$ cat src/core/sep_consts.vh
// Constants for the sync/error pin control block
`ifndef SEP_CONSTS_VH
`define SEP_CONSTS_VH
`define SEP_ADDR_W          3
`define SEP_OFF_IO_CONFIG   3'h0
`define SEP_OFF_ERR_STATUS  3'h1
`define SEP_OFF_IRQ_STATUS  3'h2
`define SEP_OFF_IRQ_CLEAR   3'h3
`define SEP_OFF_IRQ_ENABLE  3'h4
`define SEP_OFF_SYNC_COUNT  3'h5
`define SEP_CFG_SYNC_EN     0
`define SEP_CFG_MODE_LO     1
`define SEP_CFG_MODE_HI     2
`define SEP_CFG_LEVEL       3
`define SEP_CFG_RESET       4'h1
`define SEP_MODE_ERR_IN     2'h0
`define SEP_MODE_ERR_OUT    2'h1
`define SEP_MODE_GP_OUT     2'h2
`define SEP_ST_EXT_ERR      0
`define SEP_ST_INT_ERR_LO   1
`define SEP_IRQ_SYNC        0
`define SEP_IRQ_EXT_ERR     1
`define SEP_IRQ_INT_ERR     2
`define SEP_IRQ_W           3
`endif

$ cat src/core/sep_top.v
// Sync/error pin control with Avalon-MM register slave
`timescale 1ns/1ps
`include "sep_consts.vh"
module sep_top
#(
   parameter INT_ERR_W = 4
)
(
   input  wire                  I_CLOCK,
   input  wire                  I_RST,
   input  wire                  I_CE,
   input  wire [`SEP_ADDR_W-1:0] I_AVS_ADDRESS,
   input  wire                  I_AVS_READ,
   input  wire                  I_AVS_WRITE,
   input  wire [31:0]           I_AVS_WRITEDATA,
   output reg  [31:0]           O_AVS_READDATA,
   output reg                   O_AVS_WAITREQUEST,
   input  wire [INT_ERR_W-1:0]  I_INT_ERR,
   input  wire                  I_PIN_IN,
   output reg                   O_PIN_OUT,
   output reg                   O_PIN_OE,
   output reg                   O_SYNC_PULSE,
   output reg                   O_SYNC_HOLD,
   output reg                   O_IRQ
);
   wire                 pin_s;
   reg                  pin_prev_q;
   reg  [3:0]           cfg_q;
   reg  [`SEP_IRQ_W-1:0] irq_en_q;
   reg  [`SEP_IRQ_W-1:0] irq_clr;
   wire [`SEP_IRQ_W-1:0] irq_st;
   reg  [`SEP_IRQ_W-1:0] irq_set;
   reg                  ext_err_q;
   reg  [15:0]          sync_cnt_q;
   reg                  err_prev_q;
   wire                 sync_en;
   wire [1:0]           mode;
   wire                 any_err;
   wire                 acc;
   wire                 wr_take;
   reg                  ack_q;
   reg  [31:0]          rd_d;

   sep_sync2 u_sync
   (
      .i_clk (I_CLOCK),
      .i_rst (I_RST),
      .i_ce  (I_CE),
      .i_d   (I_PIN_IN),
      .o_q   (pin_s)
   );

   sep_sticky #(.W(`SEP_IRQ_W)) u_irq
   (
      .i_clk   (I_CLOCK),
      .i_rst   (I_RST),
      .i_ce    (I_CE),
      .i_set   (irq_set),
      .i_clr   (irq_clr),
      .o_flags (irq_st)
   );

   assign sync_en = cfg_q[`SEP_CFG_SYNC_EN];
   assign mode    = cfg_q[`SEP_CFG_MODE_HI:`SEP_CFG_MODE_LO];
   assign any_err = ext_err_q | (|I_INT_ERR);
   // One wait state on every access, so readdata is registered
   assign acc     = (I_AVS_READ | I_AVS_WRITE) & ~ack_q;
   // Writes land only at the edge where the master sees waitrequest low
   assign wr_take = I_AVS_WRITE & ~O_AVS_WAITREQUEST;

   always @*
   begin
      irq_clr = {`SEP_IRQ_W{1'b0}};
      if (wr_take && I_AVS_ADDRESS == `SEP_OFF_IRQ_CLEAR)
         irq_clr = I_AVS_WRITEDATA[`SEP_IRQ_W-1:0];
      irq_set = {`SEP_IRQ_W{1'b0}};
      irq_set[`SEP_IRQ_SYNC]    = sync_en & pin_prev_q & ~pin_s;
      irq_set[`SEP_IRQ_EXT_ERR] = ~sync_en & (mode == `SEP_MODE_ERR_IN) & ~pin_s & ~ext_err_q;
      irq_set[`SEP_IRQ_INT_ERR] = (|I_INT_ERR) & ~err_prev_q;
   end

   always @*
   begin
      rd_d = 32'h0;
      case (I_AVS_ADDRESS)
         `SEP_OFF_IO_CONFIG:  rd_d[3:0] = cfg_q;
         `SEP_OFF_ERR_STATUS: rd_d[INT_ERR_W:0] = {I_INT_ERR, ext_err_q};
         `SEP_OFF_IRQ_STATUS: rd_d[`SEP_IRQ_W-1:0] = irq_st;
         `SEP_OFF_IRQ_ENABLE: rd_d[`SEP_IRQ_W-1:0] = irq_en_q;
         `SEP_OFF_SYNC_COUNT: rd_d[15:0] = sync_cnt_q;
         default:             rd_d = 32'h0;
      endcase
   end

   always @(posedge I_CLOCK)
   begin
      if (I_RST)
      begin
         cfg_q             <= `SEP_CFG_RESET;
         irq_en_q          <= {`SEP_IRQ_W{1'b0}};
         ext_err_q         <= 1'b0;
         sync_cnt_q        <= 16'h0;
         pin_prev_q        <= 1'b1;
         err_prev_q        <= 1'b0;
         ack_q             <= 1'b0;
         O_AVS_READDATA    <= 32'h0;
         O_AVS_WAITREQUEST <= 1'b1;
         O_PIN_OUT         <= 1'b0;
         O_PIN_OE          <= 1'b0;
         O_SYNC_PULSE      <= 1'b0;
         O_SYNC_HOLD       <= 1'b0;
         O_IRQ             <= 1'b0;
      end
      else if (I_CE)
      begin
         pin_prev_q <= pin_s;
         err_prev_q <= |I_INT_ERR;
         ack_q      <= acc;
         O_AVS_WAITREQUEST <= ~acc;
         if (acc && I_AVS_READ)
            O_AVS_READDATA <= rd_d;
         if (wr_take && I_AVS_ADDRESS == `SEP_OFF_IO_CONFIG)
            cfg_q <= I_AVS_WRITEDATA[3:0];
         if (wr_take && I_AVS_ADDRESS == `SEP_OFF_IRQ_ENABLE)
            irq_en_q <= I_AVS_WRITEDATA[`SEP_IRQ_W-1:0];
         // Set wins over a same-cycle clear from error status write
         if (~sync_en && mode == `SEP_MODE_ERR_IN && ~pin_s)
            ext_err_q <= 1'b1;
         else if (wr_take && I_AVS_ADDRESS == `SEP_OFF_ERR_STATUS
                  && I_AVS_WRITEDATA[`SEP_ST_EXT_ERR])
            ext_err_q <= 1'b0;
         // Sync: filters held while low, restart on falling edge
         O_SYNC_PULSE <= sync_en & pin_prev_q & ~pin_s;
         O_SYNC_HOLD  <= sync_en & ~pin_s;
         if (sync_en && pin_prev_q && ~pin_s)
            sync_cnt_q <= sync_cnt_q + 16'h1;
         if (sync_en)
         begin
            O_PIN_OE  <= 1'b0;
            O_PIN_OUT <= 1'b0;
         end
         else
         begin
            case (mode)
               `SEP_MODE_ERR_OUT:
               begin
                  O_PIN_OE  <= any_err;
                  O_PIN_OUT <= 1'b0;
               end
               `SEP_MODE_GP_OUT:
               begin
                  O_PIN_OE  <= 1'b1;
                  O_PIN_OUT <= cfg_q[`SEP_CFG_LEVEL];
               end
               default:
               begin
                  O_PIN_OE  <= 1'b0;
                  O_PIN_OUT <= 1'b0;
               end
            endcase
         end
         O_IRQ <= |((irq_st | irq_set) & irq_en_q);
      end
   end
endmodule // sep_top

$ cat src/core/sep_sync2.v
// Two-flop synchroniser for the pin input
`timescale 1ns/1ps
module sep_sync2
(
   input  wire       i_clk,
   input  wire       i_rst,
   input  wire       i_ce,
   input  wire       i_d,
   output reg        o_q
);
   reg meta_q;
   always @(posedge i_clk)
   begin
      if (i_rst)
      begin
         meta_q <= 1'b1;
         o_q    <= 1'b1;
      end
      else if (i_ce)
      begin
         meta_q <= i_d;
         o_q    <= meta_q;
      end
   end
endmodule // sep_sync2

$ cat src/core/sep_sticky.v
// Sticky event bits: set wins over clear
`timescale 1ns/1ps
module sep_sticky
#(
   parameter W = 3
)
(
   input  wire         i_clk,
   input  wire         i_rst,
   input  wire         i_ce,
   input  wire [W-1:0] i_set,
   input  wire [W-1:0] i_clr,
   output reg  [W-1:0] o_flags
);
   genvar g;
   generate
      for (g = 0; g < W; g = g + 1)
      begin : g_bit
         always @(posedge i_clk)
         begin
            if (i_rst)
               o_flags[g] <= 1'b0;
            else if (i_ce)
            begin
               if (i_set[g])
                  o_flags[g] <= 1'b1;
               else if (i_clr[g])
                  o_flags[g] <= 1'b0;
            end
         end
      end
   endgenerate
endmodule // sep_sticky

$ cat config.mk
export PLATFORM = sky130hd
export DESIGN_NAME = sep_top
export DESIGN_NICKNAME = d
export VERILOG_FILES = /design/src/core/sep_top.v /design/src/core/sep_sync2.v /design/src/core/sep_sticky.v
export VERILOG_INCLUDE_DIRS = /design/src /design/src/core
export SDC_FILE = /design/constraint.sdc
export NUM_CORES = 1
export LEC_CHECK = 0
export BUFFER_PORTS_ARGS = -buffer_cell sky130_fd_sc_hd__buf_4
export CELL_PAD_IN_SITES_DETAIL_PLACEMENT = 1
export CELL_PAD_IN_SITES_GLOBAL_PLACEMENT = 2
export CORE_UTILIZATION = 29
export DETAILED_ROUTE_END_ITERATION = 6
export GPL_ROUTABILITY_DRIVEN = 0
export HOLD_SLACK_MARGIN = 0.08
export PLACE_DENSITY = 0.83
export SYNTH_ARGS = -nofsm -noshare
export SYNTH_HDL_FRONTEND = slang
export SYNTH_HIERARCHICAL = 1
export SYNTH_SLANG_ARGS = --single-unit
$ cat constraint.sdc
create_clock -name I_CLOCK -period 1.86 [get_ports I_CLOCK]
set_input_delay 0.093 -clock I_CLOCK [delete_from_list [all_inputs] [get_ports I_CLOCK]]
set_output_delay 0.093 -clock I_CLOCK [all_outputs]
set_load 0.02 [all_outputs]
==> metrics.txt, run 1 <==
first-pass GRT wire length=11100 um; Final Cycle Share=92.9%; number of top-level pins=83; Internal=1.53 mW; # setup viols final=0; vias=approximately 2200; Clk network pwr share=between 30% and 40%; CTS buffer count=5; syn_area_per_cell=around 9.0 um^2; layout cells sized above 1=roughly a fifth; Die X=about 97 um; largest net degree at the start of global routing=60; max_slew headroom=between 50% and 60%; Residual DRC=0; flops & latches, synth=54; Post-synth ARST share=0%; top cell type's share of synthesized area=between 40% and 50%; die height=97.0 um; Area Overhead vs Synth=18.1%; Placed Area=2960 um^2; crit path cell chain=ha_1 -> and3_1 -> nand4_2 -> nor3_1 -> mux2_2; core region area=a little under 9000 um^2; EDFF count, synth=0; HP Class=input pin to register; unrepaired setup endpoints after global routing=no; mapped cell area=2620 um^2; wire per inst=about 15 um; Die ar.=~9400 um^2; slowest cell delay on critical path=0.42 ns; Unique masters post-synth=50; All-Layer GR Usage=14.3%; Seq pwr share=between 50% and 60%; number of fill cells in the layout=between 1000 and 1500; initial antenna violation count=0; Routed Antenna Nets=0; Final Max Slew Viols=0; Starting Density=between 20 and 30%; VDD IR max=approximately 0.21 mV; register area=1080 um^2; WS Path Type=register to register; crit-path leading delay family=simple AND/OR/NAND/NOR gates; P_sw=~0.52 mW; CP required=~2.1 ns; Max clock buf depth=2; Critical Path Source Type=register; most common cell after layout, fill and taps aside=dfxtp_1; crit end category=register; combinational share of power=approximately 11%; post-cts resize count=0; initial DRC count=75; ys flop type=dfxtp_1; NumNets Final=around 380; sequential area share after synthesis=41.3%; commonest cells after routing, fill and taps aside=54 x dfxtp_1, 48 x buf_4, 44 x nor2_1; post-route cell area=3090 um^2; total setup buffers inserted after CTS=0; clk root buf=clkbuf_8; footprint of the multi-input gates=between 1000 and 1500 um^2; Max Clock Freq=~580 MHz; WL final=between 6000 and 7000 um; 1st-pass router iterations=4; clk_lat worst skew=roughly 0.30 ns; status=finished clean; Critical-path top delay cell=dfxtp_1; CTS clock-pin slew for the worst setup and hold paths=0.09 ns; Hold Buf Count CTS=5; Fin. Hold Viols=0; Max-cap violations=0; Worst-Margin Slew=between 0.6 and 0.7 ns; Max Clock Skew=approximately 0.0068 ns; row cnt=34; CTS tree=done; pwr dens=between 600 and 700 nW/um^2; number of global-route vias before repair=roughly 2200; Syn Inst Count=around 290; ant diodes=0; Yosys top cell by area=dfxtp_1; Synth area leaders=dfxtp_1 41%, nor2_1 6.3%, buf_4 5.2%; grt ovf=0; Sw Ratio=25.4%; Yosys Warn Count=6; CP max FO=6; Tmin final=1.73 ns; post-route setup TNS=0 ns; Core Util, Final=a little over a third; H-tree depth=2; vias per cell=around 5.0; clock sink count=54; LEAKAGE=about 1.3 nW; Port Buffers=38; dpl hpwl=~4600 um; Buf+Inv Stages, Crit Path=0; crit path DAT=1.93 ns
-- through the flow --
stage               setup WS (ns)  hold WS (ns)  power (mW)  std cells
detailed placement          0.149         0.308        1.45        425
finish                      0.133         0.146        2.05        437
global route               0.0217         0.139        2.16        437
floorplan                   0.360         0.162        1.38        304
global placement            0.167         0.299        1.44        425
CTS                         0.127         0.133        2.09        437
-- synth_stat cells (2+ instances only) --
master / count
buf_2: 5
nand3b_1: 5
nor2_1: 44
xnor2_1: 4
nand3_1: 13
or3_1: 2
buf_1: 2
a311oi_1: 4
a211o_1: 4
nand4_1: 4
mux2_2: 4
xor2_1: 5
a21oi_1: 13
nand2_1: 8
clkbuf_1: 10
nor2b_1: 6
and3b_1: 2
o21ai_0: 9
o22ai_1: 2
ha_1: 4
inv_1: 5
buf_4: 18
nand2b_1: 9
and3_1: 5
a22oi_1: 12
dfxtp_1: 54
a21bo_1: 3
mux2i_1: 8
nor3_1: 3
mux4_2: 2
-- final timing paths --
check / from / slack [ns] / depth (start not counted) / end
worst min-delay path: I_CE / 0.15 / 3 / u_irq/o_flags[0]
worst max-delay path: sync_cnt_q[1] / 0.13 / 5 / sync_cnt_q[14]
worst max register to register: sync_cnt_q[1] / 0.13 / 5 / sync_cnt_q[14]
worst min register to register: O_AVS_READDATA[4] / 0.46 / 2 / O_AVS_READDATA[4]
-- tightest hold or removal path: cells and delay by family --
kind                   cells  cell delay (ns)
AO/OA/AOI/OAI              1             0.05
buffers and inverters      1             0.18
AND/OR/NAND/NOR            1             0.08
-- power by group through the flow --
stage | clock network, mW | registers [mW] | logic (mW)
after floorplan | 0 | 1.23 | 0.157
after global placement | 0 | 1.22 | 0.219
after detailed placement | 0 | 1.22 | 0.224
after CTS | 0.664 | 1.20 | 0.232
after global routing | 0.712 | 1.20 | 0.251
final | 0.624 | 1.19 | 0.231
-- routing by layer --
layer	track usage (%)	share of wire, %	up-vias
met5	0	0	-
met4	4.82	1.3	0
met3	1.95	3.2	7
met2	23.8	50	35
met1	19.0	46	1095
li1	-	-	1059
-- sequential cells by signal (all words and copies together), names as in the netlist, 3 cells and up --
signal          count
O_AVS_READDATA     16
sync_cnt_q         16
cfg_q               4
irq_en_q            3
u_irq/o_flags       3
-- area by class of cell --
cell class                 count  share of cell area [%]
multi-input combinational    210                    44.2
sequential                    54                    35.0
timing repair buffer          53                    13.3
tap                          108                    4.38
clock buffer                   7                    2.47
inverter                       5                   0.608
-- logic make-up after synthesis --
family,count (synthesis),synth area share (%)
XOR/XNOR,9,3.01
flip-flops,54,41.3
adder cells (fa/ha/maj),4,1.91
other,1,0.143
AO/OA/AOI/OAI,51,13.2
multiplexers,15,7.08
AND/OR/NAND/NOR,115,24.8
buffers and inverters,40,8.56
Note: power is estimated with default switching activity, not from simulation.
==> inputs of run 2 (changes only) <==
--- a/config.mk
+++ b/config.mk
@@ -13,7 +13,7 @@
 export DETAILED_ROUTE_END_ITERATION = 6
 export GPL_ROUTABILITY_DRIVEN = 0
 export HOLD_SLACK_MARGIN = 0.08
-export PLACE_DENSITY = 0.83
+export PLACE_DENSITY_LB_ADDON = 0.1
 export SYNTH_ARGS = -nofsm -noshare
 export SYNTH_HDL_FRONTEND = slang
 export SYNTH_HIERARCHICAL = 1
==> metrics.txt, run 2 (synthesis gave the netlist of run 1 again) <==
crit-path leading delay family=simple AND/OR/NAND/NOR gates; dpl hpwl=4790 um; die height=about 97 um; crit end category=register; Critical-path top delay cell=dfxtp_2; H-tree depth=2; Starting Density=30.0%; Core Util, Final=between 30% and 40%; CTS buffer count=5; register area=about 1100 um^2; Fin. Hold Viols=0; Final Cycle Share=89.9%; post-route setup slack=about 0.19 ns; DP Worst Slack=0.161 ns; LEAKAGE=1.28 nW; number of top-level pins=slightly above 80; CP required=between 2 and 2.5 ns; reg2reg path depth=6; crit path DAT=about 1.9 ns; HP Class=input pin to register; most common cell after layout, fill and taps aside=dfxtp_1; Area Overhead vs Synth=19.9%; CTS clock-pin slew for the worst setup and hold paths=around 0.1 ns; clock sink count=54; Buf+Inv Stages, Crit Path=1; unrepaired setup endpoints after global routing=no; vias per cell=about 4.9; Tmin final=1.67 ns; All-Layer GR Usage=between 10 and 15%; Final Power=between 2 and 2.5 mW; top flop regs=O_AVS_READDATA: 16 flops, sync_cnt_q: 16 flops, cfg_q: 4 flops; clk_lat worst skew=around 0.31 ns; WL final=6630 um; Routed Antenna Nets=0; WS Path Type=register to register; Max clock buf depth=2; first-pass GRT wire length=approximately 11000 um; R2R setup slack=0.19 ns; pwr dens=slightly above 700 nW/um^2; CP max FO=4; crit path cell chain=ha_1 -> and3_1 -> nand4_2 -> buf_4 -> or3_1 -> a21oi_1; Die ar.=9400 um^2; CTS tree=done; Max Clock Skew=around 0.01 ns; hold_sp=I_CE; wire per inst=~15 um; vias=around 2100; placed cell count=426; initial DRC count=between 40 and 50; core region area=~8700 um^2; post-route setup TNS=0 ns; layout cells sized above 1=between 20% and 30%; NumNets Final=roughly 380; Port Buffers=38; largest net degree at the start of global routing=between 50 and 60; Placed Area=~3000 um^2; slowest cell delay on critical path=0.39 ns; worst hold slack=approximately 0.12 ns; Final Max Slew Viols=0; number of global-route vias before repair=2157; grt ovf=0; commonest cells after routing, fill and taps aside=52 x dfxtp_1, 49 x buf_4, 44 x nor2_1; Critical Path Source Type=register; number of fill cells in the layout=approximately 1000; # setup viols final=0; Hold EP=u_irq/o_flags[0]; clk root buf=clkbuf_8; VDD IR max=between 0.2 and 0.3 mV; Residual DRC=0; max_slew headroom=63.5%; post-route cell area=~3100 um^2; r2r endpoint=sync_cnt_q[10]; 1st-pass router iterations=4; footprint of the multi-input gates=1370 um^2; Max-cap violations=0; Die X=~97 um; initial antenna violation count=0; worst r2r src=sync_cnt_q[0]; Non-Filler Instances=438; row cnt=34; Worst-Margin Slew=0.541 ns; status=finished clean; ant diodes=0; hold path depth=3; Max Clock Freq=about 600 MHz
-- run 2: changes by cell type in the layout (fill, tap and decap cells not counted), sizes merged --
cell    before  now
buf         48   49
bufinv       0    1
clkbuf       7    6
-- run 2: worst max-delay path by stage --
stage	start	to	slack, ns	cells after the start
after floorplan	sync_cnt_q[0]	sync_cnt_q[14]	0.36	5
after global placement	sync_cnt_q[1]	sync_cnt_q[14]	0.16	5
after detailed placement	sync_cnt_q[1]	sync_cnt_q[10]	0.16	6
after CTS	sync_cnt_q[0]	sync_cnt_q[10]	0.13	6
after global routing	sync_cnt_q[0]	sync_cnt_q[10]	0.05	6
final	sync_cnt_q[0]	sync_cnt_q[10]	0.19	6
-- run 2: what timing repair did --
item	4_1_cts	5_1_grt
buffers inserted	0	0
gates resized for setup	0	2
setup endpoints to repair	0	1
endpoints found under the hold margin	7	0
hold buffers	5	0
-- run 2: power by group --
| part | switching [mW] | total [mW] | internal, mW |
|---|---|---|---|
| Clock | 0.388 | 0.819 | 0.432 |
| Sequential | 0.0187 | 1.20 | 1.18 |
| Combinational | 0.140 | 0.233 | 0.0925 |
-- run 2: cell type report --
cell class,count,share of cell area [%]
Multi-Input combinational cell,210,43.6
Tap cell,108,4.31
Sequential cell,54,34.6
Timing Repair Buffer,54,13.3
Clock inverter,1,0.958
Clock buffer,6,2.63
Inverter,5,0.599
-- run 2: worst reg2reg max path, delay by kind of cell (launching register included) --
kind            cells  cell delay [ns]
simple gates        3             0.71
flops               1             0.39
buf+inv             1             0.19
fa+ha+maj           1             0.17
compound gates      1             0.14
-- run 2: layer usage --
layer	share of wire, %	GRT usage [%]
met4	0.78	3.44
met1	51	21.2
met2	45	23.3
met3	3.3	2.96
met5	0	0
